### config.mk
export PLATFORM = sky130hd
export DESIGN_NAME = cmc_top
export DESIGN_NICKNAME = d
export VERILOG_FILES = /design/src/hw/cmc_pkg.sv /design/src/hw/cmc_edge.sv /design/src/hw/cmc_top.sv /design/src/hw/cmc_tsync.sv
export VERILOG_INCLUDE_DIRS = /design/src /design/src/hw
export SDC_FILE = /design/constraint.sdc
export NUM_CORES = 1
export LEC_CHECK = 0
export CORE_MARGIN = 8
export CORE_UTILIZATION = 25
export CTS_BUF_LIST = sky130_fd_sc_hd__clkbuf_4 sky130_fd_sc_hd__clkbuf_8
export CTS_CLUSTER_DIAMETER = 50
export DETAILED_ROUTE_END_ITERATION = 12
export DONT_BUFFER_PORTS = 1
export GPL_ROUTABILITY_DRIVEN = 0
export SYNTH_ARGS = -nofsm -noshare
export SYNTH_HDL_FRONTEND = slang
export SYNTH_SLANG_ARGS = --single-unit
### constraint.sdc
create_clock -name mclk_i -period 3.5 [get_ports mclk_i]
set_input_delay 0.525 -clock mclk_i [delete_from_list [all_inputs] [get_ports mclk_i]]
set_output_delay 0.525 -clock mclk_i [all_outputs]
set_load 0.005 [all_outputs]
### src/hw/cmc_cfg.svh
// Constants of the comparator control block: offsets, fields, reset values, counts
// Operation
// - Comparator runs only while enable set
// - Result readable in control A and summary
// - Result latched once per instruction cycle
// - Invert bit complements the comparison result
// - Hysteresis output follows hysteresis enable bit
// - Result offered as timer gate source
// - Sync bit relatches on timer falling edge
// - Enabled rising or falling edge sets flag
// - Hardware set wins over software clear
// - Invert or enable toggles also raise edges
// - Positive select field routes noninverting input
// - Negative select field routes inverting input
// - Disabled comparator disconnects all inputs
// - Port read returns zero for analog pins
// - Result plus enable shuts waveform generator
// - Synced output stops in sleep on system clocks
// - Flag with interrupt enable wakes device
// - Hysteresis enable at control A bit one
`ifndef CMC_CFG_SVH
`define CMC_CFG_SVH

// Register byte offsets
`define CMC_OFS_CTRL_A      8'h00
`define CMC_OFS_CTRL_B      8'h04
`define CMC_OFS_SUMMARY     8'h08
`define CMC_OFS_IRQ         8'h0c
`define CMC_OFS_ANALOG_SELECT       8'h10
`define CMC_OFS_DIR         8'h14
`define CMC_OFS_PORT        8'h18
`define CMC_OFS_PINSEL      8'h1c
`define CMC_OFS_MISC        8'h20

// Control register A fields
`define CMC_A_ENABLE        7
`define CMC_A_RESULT        6
`define CMC_A_INVERT        4
`define CMC_A_SPEED         2
`define CMC_A_HYST          1
`define CMC_A_SYNC          0

// Control register B fields
`define CMC_B_RISE          7
`define CMC_B_FALL          6
`define CMC_B_PSEL_HI       5
`define CMC_B_PSEL_LO       3
`define CMC_B_NSEL_HI       2
`define CMC_B_NSEL_LO       0

// Interrupt register and misc register fields
`define CMC_IRQ_FLAG        0
`define CMC_IRQ_ENABLE      1
`define CMC_MISC_SHDN_EN    0
`define CMC_MISC_TCLK_SYS   1

// Reset values
`define CMC_RST_SPEED       1'b1
`define CMC_RST_BYTE        8'h00
`define CMC_RST_DIR         8'hff

// Last divider count of the instruction cycle, which is four system clocks
`define CMC_INSTR_CLKS      2'h3

`endif

### src/hw/cmc_pkg.sv
// Types shared by the comparator control block
package cmc_pkg;

    typedef struct packed {
        logic        psel;
        logic        penable;
        logic        pwrite;
        logic [7:0]  paddr;
        logic [31:0] pwdata;
    } cmc_apb_req_t;

    typedef struct packed {
        logic [31:0] prdata;
        logic        pready;
        logic        pslverr;
    } cmc_apb_rsp_t;

    typedef struct packed {
        logic       power;
        logic       hyst;
        logic       speed;
        logic       connect;
        logic [2:0] pos_sel;
        logic [2:0] neg_sel;
    } cmc_ana_t;

    typedef struct packed {
        logic prev;
        logic rise;
        logic fall;
    } cmc_edge_st_t;

    typedef struct packed {
        logic clk_prev;
        logic out;
    } cmc_tsync_st_t;

    // Bus handshake phases, Gray coded
    typedef enum logic [1:0] {
        CMC_BUS_IDLE = 2'b00,
        CMC_BUS_ACK  = 2'b01
    } cmc_bus_t;

    typedef struct packed {
        cmc_bus_t     bus;
        logic [1:0]   div;
        logic         tick;
        logic         res_now;
        logic         res_lat;
        logic         ena;
        logic         inv;
        logic         speed;
        logic         hyst;
        logic         sync;
        logic         rise_en;
        logic         fall_en;
        logic [2:0]   psel;
        logic [2:0]   nsel;
        logic         flag;
        logic         ie;
        logic [7:0]   analog_select;
        logic [7:0]   dir;
        logic [7:0]   pinsel;
        logic         shdn_en;
        logic         tclk_sys;
        cmc_apb_rsp_t rsp;
        cmc_ana_t     ana;
        logic         shutdown;
        logic [7:0]   pin_out;
        logic [7:0]   pin_oe;
        logic         irq;
        logic         wake;
    } cmc_state_t;

endpackage

### src/hw/cmc_edge.sv
// Rise and fall pulse detector sampled on instruction ticks
`timescale 1ns/1ps
module cmc_edge (
    input  wire logic mclk_i,
    input  wire logic rst_n_i,
    input  wire logic tick_i,
    input  wire logic d_i,
    output logic      rise_o,
    output logic      fall_o
);
    cmc_pkg::cmc_edge_st_t s_q;
    cmc_pkg::cmc_edge_st_t s_d;

    // Compare with the previous tick sample, one pulse per change
    always_comb begin
        s_d      = s_q;
        s_d.rise = 1'b0;
        s_d.fall = 1'b0;
        if (tick_i) begin
            s_d.prev = d_i;
            s_d.rise = d_i & ~s_q.prev;
            s_d.fall = ~d_i & s_q.prev;
        end
    end

    always_ff @(posedge mclk_i or negedge rst_n_i) begin
        if (!rst_n_i) begin
            s_q <= '0;
        end else begin
            s_q <= s_d;
        end
    end

    assign rise_o = s_q.rise;
    assign fall_o = s_q.fall;
endmodule

### src/hw/cmc_top.sv
// Comparator control and status logic with APB register access
//
// The register addresses and the APB interface to the registers are this design's own decisions.
`timescale 1ns/1ps
`include "cmc_cfg.svh"
module cmc_top (
    input  wire logic                  mclk_i,
    input  wire logic                  rstn_i,
    input  wire cmc_pkg::cmc_apb_req_t apb_i,
    output cmc_pkg::cmc_apb_rsp_t      apb_o,
    input  wire logic                  cmp_raw_i,
    input  wire logic                  tmr_clk_i,
    input  wire logic                  sleep_i,
    input  wire logic [7:0]            pin_i,
    output cmc_pkg::cmc_ana_t          ana_o,
    output logic                       tmr_gate_o,
    output logic                       shutdown_o,
    output logic [7:0]                 pin_o,
    output logic [7:0]                 pin_oe_o,
    output logic                       irq_o,
    output logic                       wake_o
);
    logic [1:0]          rst_sync_q;
    logic                rst_n;
    cmc_pkg::cmc_state_t s_q;
    cmc_pkg::cmc_state_t s_d;
    logic                rise;
    logic                fall;
    logic                res_sync;
    logic                bus_wr;
    logic                bus_rd;
    logic [7:0]          wbyte;
    logic [31:0]         rdata;
    logic                hit;

    // Reset release through two flops, assertion stays asynchronous
    always_ff @(posedge mclk_i or negedge rstn_i) begin
        if (!rstn_i) begin
            rst_sync_q <= 2'h0;
        end else begin
            rst_sync_q <= {rst_sync_q[0], 1'b1};
        end
    end

    assign rst_n = rst_sync_q[1];

    // Edge detection on the latched result
    cmc_edge i_cmc_edge (
        .mclk_i  (mclk_i),
        .rst_n_i (rst_n),
        .tick_i  (s_q.tick),
        .d_i     (s_q.res_lat),
        .rise_o  (rise),
        .fall_o  (fall)
    );

    // Timer facing copy; with sync set, frozen in sleep when the timer runs on system clocks
    cmc_tsync i_cmc_tsync (
        .mclk_i    (mclk_i),
        .rst_n_i   (rst_n),
        .tmr_clk_i (tmr_clk_i),
        .d_i       (s_q.res_now),
        .sync_i    (s_q.sync),
        .hold_i    (sleep_i & s_q.tclk_sys),
        .q_o       (res_sync)
    );

    // Write takes effect on the edge where pready is seen high; read data is registered one edge earlier
    assign bus_wr = apb_i.psel & apb_i.penable & apb_i.pwrite & (s_q.bus == cmc_pkg::CMC_BUS_ACK);
    assign bus_rd = apb_i.psel & apb_i.penable & ~apb_i.pwrite;
    assign wbyte  = apb_i.pwdata[7:0];

    // Read mux, narrow registers sit in the low byte
    always_comb begin
        rdata = 32'h0;
        hit   = 1'b1;
        unique case (apb_i.paddr)
            `CMC_OFS_CTRL_A: begin
                rdata[`CMC_A_ENABLE] = s_q.ena;
                rdata[`CMC_A_RESULT] = s_q.res_lat;
                rdata[`CMC_A_INVERT] = s_q.inv;
                rdata[`CMC_A_SPEED]  = s_q.speed;
                rdata[`CMC_A_HYST]   = s_q.hyst;
                rdata[`CMC_A_SYNC]   = s_q.sync;
            end
            `CMC_OFS_CTRL_B: begin
                rdata[`CMC_B_RISE] = s_q.rise_en;
                rdata[`CMC_B_FALL] = s_q.fall_en;
                rdata[`CMC_B_PSEL_HI:`CMC_B_PSEL_LO] = s_q.psel;
                rdata[`CMC_B_NSEL_HI:`CMC_B_NSEL_LO] = s_q.nsel;
            end
            `CMC_OFS_SUMMARY: begin
                rdata[0] = s_q.res_lat;
            end
            `CMC_OFS_IRQ: begin
                rdata[`CMC_IRQ_FLAG]   = s_q.flag;
                rdata[`CMC_IRQ_ENABLE] = s_q.ie;
            end
            `CMC_OFS_ANALOG_SELECT: begin
                rdata[7:0] = s_q.analog_select;
            end
            `CMC_OFS_DIR: begin
                rdata[7:0] = s_q.dir;
            end
            `CMC_OFS_PORT: begin
                rdata[7:0] = pin_i & ~s_q.analog_select;
            end
            `CMC_OFS_PINSEL: begin
                rdata[7:0] = s_q.pinsel;
            end
            `CMC_OFS_MISC: begin
                rdata[`CMC_MISC_SHDN_EN]  = s_q.shdn_en;
                rdata[`CMC_MISC_TCLK_SYS] = s_q.tclk_sys;
            end
            default: begin
                hit = 1'b0;
            end
        endcase
    end

    // Next state of the whole block
    always_comb begin
        s_d = s_q;

        // Instruction cycle tick, one in every four system clocks
        s_d.div  = s_q.div + 2'h1;
        s_d.tick = (s_q.div == `CMC_INSTR_CLKS);

        // Disabled core reads as low before the invert stage
        s_d.res_now = (s_q.ena & cmp_raw_i) ^ s_q.inv;
        if (s_q.tick) begin
            s_d.res_lat = s_q.res_now;
        end

        // Bus handshake: one wait state, then pready for one cycle
        s_d.rsp.pready  = 1'b0;
        s_d.rsp.pslverr = 1'b0;
        unique case (s_q.bus)
            cmc_pkg::CMC_BUS_IDLE: begin
                if (apb_i.psel && apb_i.penable) begin
                    s_d.bus         = cmc_pkg::CMC_BUS_ACK;
                    s_d.rsp.pready  = 1'b1;
                    s_d.rsp.pslverr = ~hit;
                    s_d.rsp.prdata  = bus_rd ? rdata : 32'h0;
                end
            end
            cmc_pkg::CMC_BUS_ACK: begin
                s_d.bus = cmc_pkg::CMC_BUS_IDLE;
            end
            default: begin
                s_d.bus = cmc_pkg::CMC_BUS_IDLE;
            end
        endcase

        // Register writes
        if (bus_wr) begin
            unique case (apb_i.paddr)
                `CMC_OFS_CTRL_A: begin
                    s_d.ena   = wbyte[`CMC_A_ENABLE];
                    s_d.inv   = wbyte[`CMC_A_INVERT];
                    s_d.speed = wbyte[`CMC_A_SPEED];
                    s_d.hyst  = wbyte[`CMC_A_HYST];
                    s_d.sync  = wbyte[`CMC_A_SYNC];
                end
                `CMC_OFS_CTRL_B: begin
                    s_d.rise_en = wbyte[`CMC_B_RISE];
                    s_d.fall_en = wbyte[`CMC_B_FALL];
                    s_d.psel    = wbyte[`CMC_B_PSEL_HI:`CMC_B_PSEL_LO];
                    s_d.nsel    = wbyte[`CMC_B_NSEL_HI:`CMC_B_NSEL_LO];
                end
                `CMC_OFS_IRQ: begin
                    // Flag can only be cleared, writing one leaves it alone
                    if (!wbyte[`CMC_IRQ_FLAG]) begin
                        s_d.flag = 1'b0;
                    end
                    s_d.ie = wbyte[`CMC_IRQ_ENABLE];
                end
                `CMC_OFS_ANALOG_SELECT: begin
                    s_d.analog_select = wbyte;
                end
                `CMC_OFS_DIR: begin
                    s_d.dir = wbyte;
                end
                `CMC_OFS_PINSEL: begin
                    s_d.pinsel = wbyte;
                end
                `CMC_OFS_MISC: begin
                    s_d.shdn_en  = wbyte[`CMC_MISC_SHDN_EN];
                    s_d.tclk_sys = wbyte[`CMC_MISC_TCLK_SYS];
                end
                default: begin
                end
            endcase
        end

        // Qualified edges set the flag after any clear, so a set wins
        if ((rise && s_q.rise_en) || (fall && s_q.fall_en)) begin
            s_d.flag = 1'b1;
        end

        // Analog controls; selections are masked while disabled
        s_d.ana.power   = s_q.ena;
        s_d.ana.hyst    = s_q.hyst;
        s_d.ana.speed   = s_q.speed;
        s_d.ana.connect = s_q.ena;
        s_d.ana.pos_sel = s_q.ena ? s_q.psel : 3'h0;
        s_d.ana.neg_sel = s_q.ena ? s_q.nsel : 3'h0;

        // Unlatched result straight to the generator shutdown path
        s_d.shutdown = s_q.shdn_en & s_q.res_now;

        // Pin driver follows selection and direction set by software
        s_d.pin_oe  = s_q.pinsel & ~s_q.dir;
        s_d.pin_out = s_q.pinsel & {8{res_sync}};

        // Interrupt request and wake from sleep
        s_d.irq  = s_q.flag & s_q.ie;
        s_d.wake = s_q.flag & s_q.ie & sleep_i;
    end

    // Whole state registered on one process
    always_ff @(posedge mclk_i or negedge rst_n) begin
        if (!rst_n) begin
            s_q          <= '0;
            s_q.bus      <= cmc_pkg::CMC_BUS_IDLE;
            s_q.speed    <= `CMC_RST_SPEED;
            s_q.analog_select    <= `CMC_RST_BYTE;
            s_q.dir      <= `CMC_RST_DIR;
            s_q.pinsel   <= `CMC_RST_BYTE;
        end else begin
            s_q <= s_d;
        end
    end

    // Ports come straight from state flops
    assign apb_o      = s_q.rsp;
    assign ana_o      = s_q.ana;
    assign tmr_gate_o = res_sync;
    assign shutdown_o = s_q.shutdown;
    assign pin_o      = s_q.pin_out;
    assign pin_oe_o   = s_q.pin_oe;
    assign irq_o      = s_q.irq;
    assign wake_o     = s_q.wake;
endmodule

### src/hw/cmc_tsync.sv
// Result relatch on the falling edge of the timer clock
`timescale 1ns/1ps
module cmc_tsync (
    input  wire logic mclk_i,
    input  wire logic rst_n_i,
    input  wire logic tmr_clk_i,
    input  wire logic d_i,
    input  wire logic sync_i,
    input  wire logic hold_i,
    output logic      q_o
);
    cmc_pkg::cmc_tsync_st_t s_q;
    cmc_pkg::cmc_tsync_st_t s_d;

    // Timer clock is sampled as a plain synchronous input
    always_comb begin
        s_d          = s_q;
        s_d.clk_prev = tmr_clk_i;
        if (!sync_i) begin
            s_d.out = d_i;
        end else if (hold_i) begin
            s_d.out = s_q.out;
        end else if (s_q.clk_prev && !tmr_clk_i) begin
            s_d.out = d_i;
        end
    end

    always_ff @(posedge mclk_i or negedge rst_n_i) begin
        if (!rst_n_i) begin
            s_q <= '0;
        end else begin
            s_q <= s_d;
        end
    end

    assign q_o = s_q.out;
endmodule

Word-level counts from Yosys, hierarchy flattened
Index checks and enable logic that the tools add are counted.
- flip-flop bits (word level): 93
- latch bits: 0
- bits in writable memories: 0
- ROM bits: 0
- input bits: 56
- output and inout bits: 64
- logic and storage cells: 124
- memories kept: 0
- $add $sub $neg: 1
- $mul: 0
- div/mod/pow operators: 0
- $lt $le $gt $ge: 0
- equality and inequality tests: 14
- shift-type cells: 0
- muxes and demuxes: 27
- bitwise gates (word level): 21
- reduce and logical (&&, ||, !) cells: 21
- operators by type and width (kind ; number):
    $eq 8x5->1 const B ; 4
    $mux 8 ; 4
    $mux 28 ; 1
    $and 8x8->8 ; 3
    $reduce_and 2->1 ; 9
    $eq 8x4->1 const B ; 2
    $not 8->8 ; 2
    $mux 2 ; 7
    $pmux 1 s6 ; 2
    $pmux 2 s6 ; 1
    $and 1x1->1 ; 11
    $pmux 1 s5 ; 2
    $pmux 1 s9 ; 1
    $reduce_or 9->1 ; 1
    $eq 8x3->1 const B ; 1
    $eq 8x6->1 const B ; 1
    $logic_not 8->1 ; 1
    $pmux 1 s8 ; 1
    $mux 1 ; 6
    $mux 3 ; 2
    $logic_and 1x1->1 ; 4
    $ne 2x1->1 const B ; 2
    $ne 2x2->1 const B ; 2
    $not 1->1 ; 4
    9 further kinds ; 10

Logic depth before layout (Yosys ltp)
- depth in word-level cells: 6
- mapped depth: 7
- depth with buffers taken out: 5

Hierarchy
Synthesis repeated with hierarchy kept, for this count alone.
- cells, all modules: 353
- area total of the unflattened synthesis: 4287.9 um^2
- modules (own cells, without submodules) (module ; times used ; cells an instance ; area an instance (um^2) ; seq. area each (um^2)):
    cmc_top ; 1 ; 341 ; 4090.2 ; 2188.3
    cmc_edge ; 1 ; 6 ; 110.1 ; 75.1
    cmc_tsync ; 1 ; 6 ; 87.6 ; 50.0

Worst setup path before layout
No wires, ideal clock.
- path type: in2reg
- start point: input apb_i[36] (netlist bit)
- end point: register s_q (netlist bit s_d[25])
- setup time: 125 ps
- arrival: 1636 ps
- data required time: 3375 ps
- path slack: 1740 ps
- cell stages on the path: 4
- path buffers: 1
- cell sequence: buf_2 > nor4_1 > nand4_1 > mux2_2
- longest elaborated chain between the ends: 2
- RTL lines (what ; line ; RTL):
    from (decl) ; cmc_top.sv:9 ; input wire cmc_pkg::cmc_apb_req_t apb_i,
    $logic_not 8->1 ; cmc_top.sv:157 ; unique case (apb_i.paddr)
    $reduce_and 2->1 (no line) ; n/a ;
    to (decl) ; cmc_top.sv:25 ; cmc_pkg::cmc_state_t s_q;
Every way passes these cells.
A chain may end at the register's enable or synchronous reset.

Final worst setup path
- start point: register s_q[109] (netlist bit)
- end point: register s_q (netlist bit apb_o[5])
- longest elaborated chain between the ends: 2
- RTL lines (what ; line ; RTL):
    $logic_not 2->1 ; cmc_top.sv:138 ; unique case (s_q.bus)
    $reduce_and 2->1 (no line) ; n/a ;
Every way passes these cells.

==> reports/results.ini <==
[drt]
post_route_ant_nets = 0
drt-initial-drc-count = 174
finalWirelength_mm = 10.50
wl_per_cell_um = 19.06
dr.pass1.iters = 4
routed-via-count = 2410
viasPerCell = 4.374
post_route_drc = 0

[floorplanning]
design.die.area_mm2 = 0.02163
die_w_um = 147.1
ioPinCount = 120
floorplan.rows = 48
die_h_um = 147.1
initial_utilization_pct = 25.18
core_area_mm2 = 0.01706

[grt]
grt_max_degree = 91
wire_length_of_the_first_global_routing_pass_mm = 15.75
antenna_found_initial = 1
grt.overflow.total = 0
number_of_global_route_vias_before_repair = 2449
grt.total_usage_pct = 9.846

[clocking]
clkTransAtPathRegs_ps = 90
cts_htree_levels = 3
worst_skew_pair.late_latency_ps = 370
post_cts_setup_buffer_count = 0
clock_tree.root_cell = clkbuf_8
postCtsHoldBufs = 1
clock_sink_count = 92
tritoncts = built
clockBufferDepth = 2
cts_bufs_inserted = 9
cts_resized = 0

[placement]
dp_hpwl_mm = 7.731
portBuffers = 0
dp.cells = 534
dpl_worst_slack_ps = 1344

[sta]
finalCritPeriodShare_pct = 56.09
period_needed_ps = 1963
timing.final.setup_violations = 0
timing.final.hold_violations = 0
maxClockFrequency_mhz = 509.4
rsz0062_at_grt = false
tightest_slew_ps = 1141
report.final.slew_viol_count = 0
timing.max_slew.rel_slack_pct = 23.90
skew_ps = 8.706
fin_setup_tns_ps = 0
postLayoutSetupSlackWorst_ps = 1537

[synthesis]
yosysTopAreaCellShare_pct = 48.35
ys_seq_elements = 92
syn_area_per_cell_um2 = 12.13
synth_flop_cell = dfrtp_1
synth_top_area_cells = dfrtp_1, mux2_2, buf_4
synth_top_area_cell = dfrtp_1
yosys_warnings = 0
synth_edf_count = 0
netlist_area_mm2 = 0.004295
synth-seq-area-share_pct = 53.86
number_of_different_library_cells_in_the_post_synthesis_netlist = 45
async_flop_share_pct = 100.0
instance_count_of_the_mapped_netlist = 354

[worst_hold_path]
min-delay-start = tmr_clk_i
holdPathEnd = i_cmc_tsync.s_q[1]
timing.hold.worst_path_depth = 0
hold_path_class = input port to flop

[power]
intPower_uw = 1488
p_per_area_mw_per_mm2 = 432.6
proportion_of_power_drawn_by_flip_flops_and_latches_pct = 57.6
p_leak_uw = 0.002044
netSwitchingFraction_pct = 21.85
comb_power_share_pct = 2.6
clock_power_share_pct = 39.8
netSwitchingPower_uw = 416.2
vdd.ir_drop.worst_uv = 161.5

[worst_setup_path]
worstSetupEndpointType = flop
reg2reg_depth = 5
cp.arrival_ps = 2270
cp_data_required_time_ps = 3810
reg2reg_slack_ps = 1540
r2r-end = apb_o[5]
critical_path_class = flop to flop
cp-start-kind = flop
cp_max_fo = 16
worst_r2r_startpoint = s_q[109]

[finish]
final_layout_size_suffix_gt1_share_pct = 24.54
synthToLayoutAreaGrowth_pct = 2.505
num_antenna_cells = 0
finalNetCount = 378
finalNonFillerCells = 551

[job]
max_cap_viol_count = 0

[run_status]
result_of_the_run = finished, final reports clean

==> cells by family after synthesis <==
group,after synthesis,share of synthesized area (%)
other cells,2,0.1748
buf+inv,73,11.86
simple gates,94,13.14
compound gates,39,6.467
xor+xnor,1,0.2039
flops,92,53.86
fa+ha+maj,1,0.2912
mux,52,14.01
==> placed cells by master, fill, tap and decap left out, drive strengths merged, types with 5 or more instances in the layout <==
| cell | count |
|---|---|
| conb | 25 |
| dfstp | 9 |
| inv | 5 |
| clkbuf | 13 |
| a21oi | 6 |
| mux2 | 45 |
| dfrtp | 83 |
| mux2i | 5 |
| a22oi | 8 |
| and2 | 20 |
| nand4 | 6 |
| nor2b | 17 |
| nor2 | 14 |
| nand2 | 16 |
==> worst max-delay path, stage by stage, from the launching register on <==
cell	delay, ps
dfrtp_1	380
nand3b_1	510
nor2_1	440
nand3_1	170
a211oi_1	250
a221o_1	150
==> power by group through the flow <==
stage               clock network, uW  logic, uW  registers [uW]
global route                      834       55.0            1110
detailed placement                  0       46.3            1120
CTS                               789       47.8            1100
floorplan                           0       74.8            1110
global placement                    0       46.2            1120
finish                            757       49.3            1100
==> sequential cells by signal, summed over array words and instances (netlist names), 2 cells and up <==
signal,cells
s_d,3
s_q,44
pin_oe_o,8
apb_o,10
ana_o,9
pin_o,8
rst_sync_q,2
==> worst max-delay path by stage <==
stage	from	endpoint	slack, ps
after detailed placement	apb_i[33]	s_q[75]	1340
after floorplan	rst_sync_q[1]	ana_o[0]	760
after CTS	s_q[109]	apb_o[5]	1540
after global placement	apb_i[33]	s_q[76]	1370
final	s_q[109]	apb_o[5]	1540
after global routing	s_q[109]	apb_o[5]	1310
==> cell usage after synthesis, types with 2 or more instances <==
library cell,number
mux4_2,2
nor4_1,2
a211oi_1,4
a31oi_1,3
inv_1,5
o21ai_0,3
nand2_1,14
buf_4,61
nand2b_1,2
nor2_1,12
nor3_1,3
dfstp_2,9
a21oi_1,6
a22oi_1,8
and2_1,19
nand2_2,2
o31ai_1,4
and3_1,2
nand4_1,5
a311oi_1,2
clkbuf_1,2
o22ai_1,3
a221o_1,4
nand3_1,4
nor2b_1,17
conb_1,2
buf_2,5
dfrtp_1,83
nand3b_1,2
nor2_4,2
mux2i_1,5
mux2_2,44
==> stage by stage <==
step | cell area, um2 | util, % | total power, uW | hold WS (ps)
3_3_place_gp | 4177 | 24.49 | 1166 | 229.5
3_5_place_dp | 4177 | 24.49 | 1168 | 229.5
2_1_floorplan | 4382 | - | 1185 | 229.4
5_1_grt | 4403 | 25.81 | 1995 | 146.4
4_1_cts | 4403 | 25.81 | 1937 | 160.2
6_report | 4403 | 25.81 | 1905 | 183.9
==> metal layers <==
layer,GRT usage (%),wire [um],vias to the layer above
met5,0,10,-
met4,3.570,175,2
met3,5.967,1351,14
met2,14.91,4877,94
met1,11.17,4089,1222
li1,-,-,1078
==> area by class of cell <==
type | count | area (um2)
Fill cell | 1792 | 12650
Sequential cell | 92 | 2317
Multi-Input combinational cell | 212 | 1559
Tap cell | 225 | 281.5
Clock buffer | 13 | 172.7
Clock inverter | 3 | 43.79
Inverter | 5 | 18.77
Timing Repair Buffer | 1 | 10.01
Power figures use the tool's default switching activity.
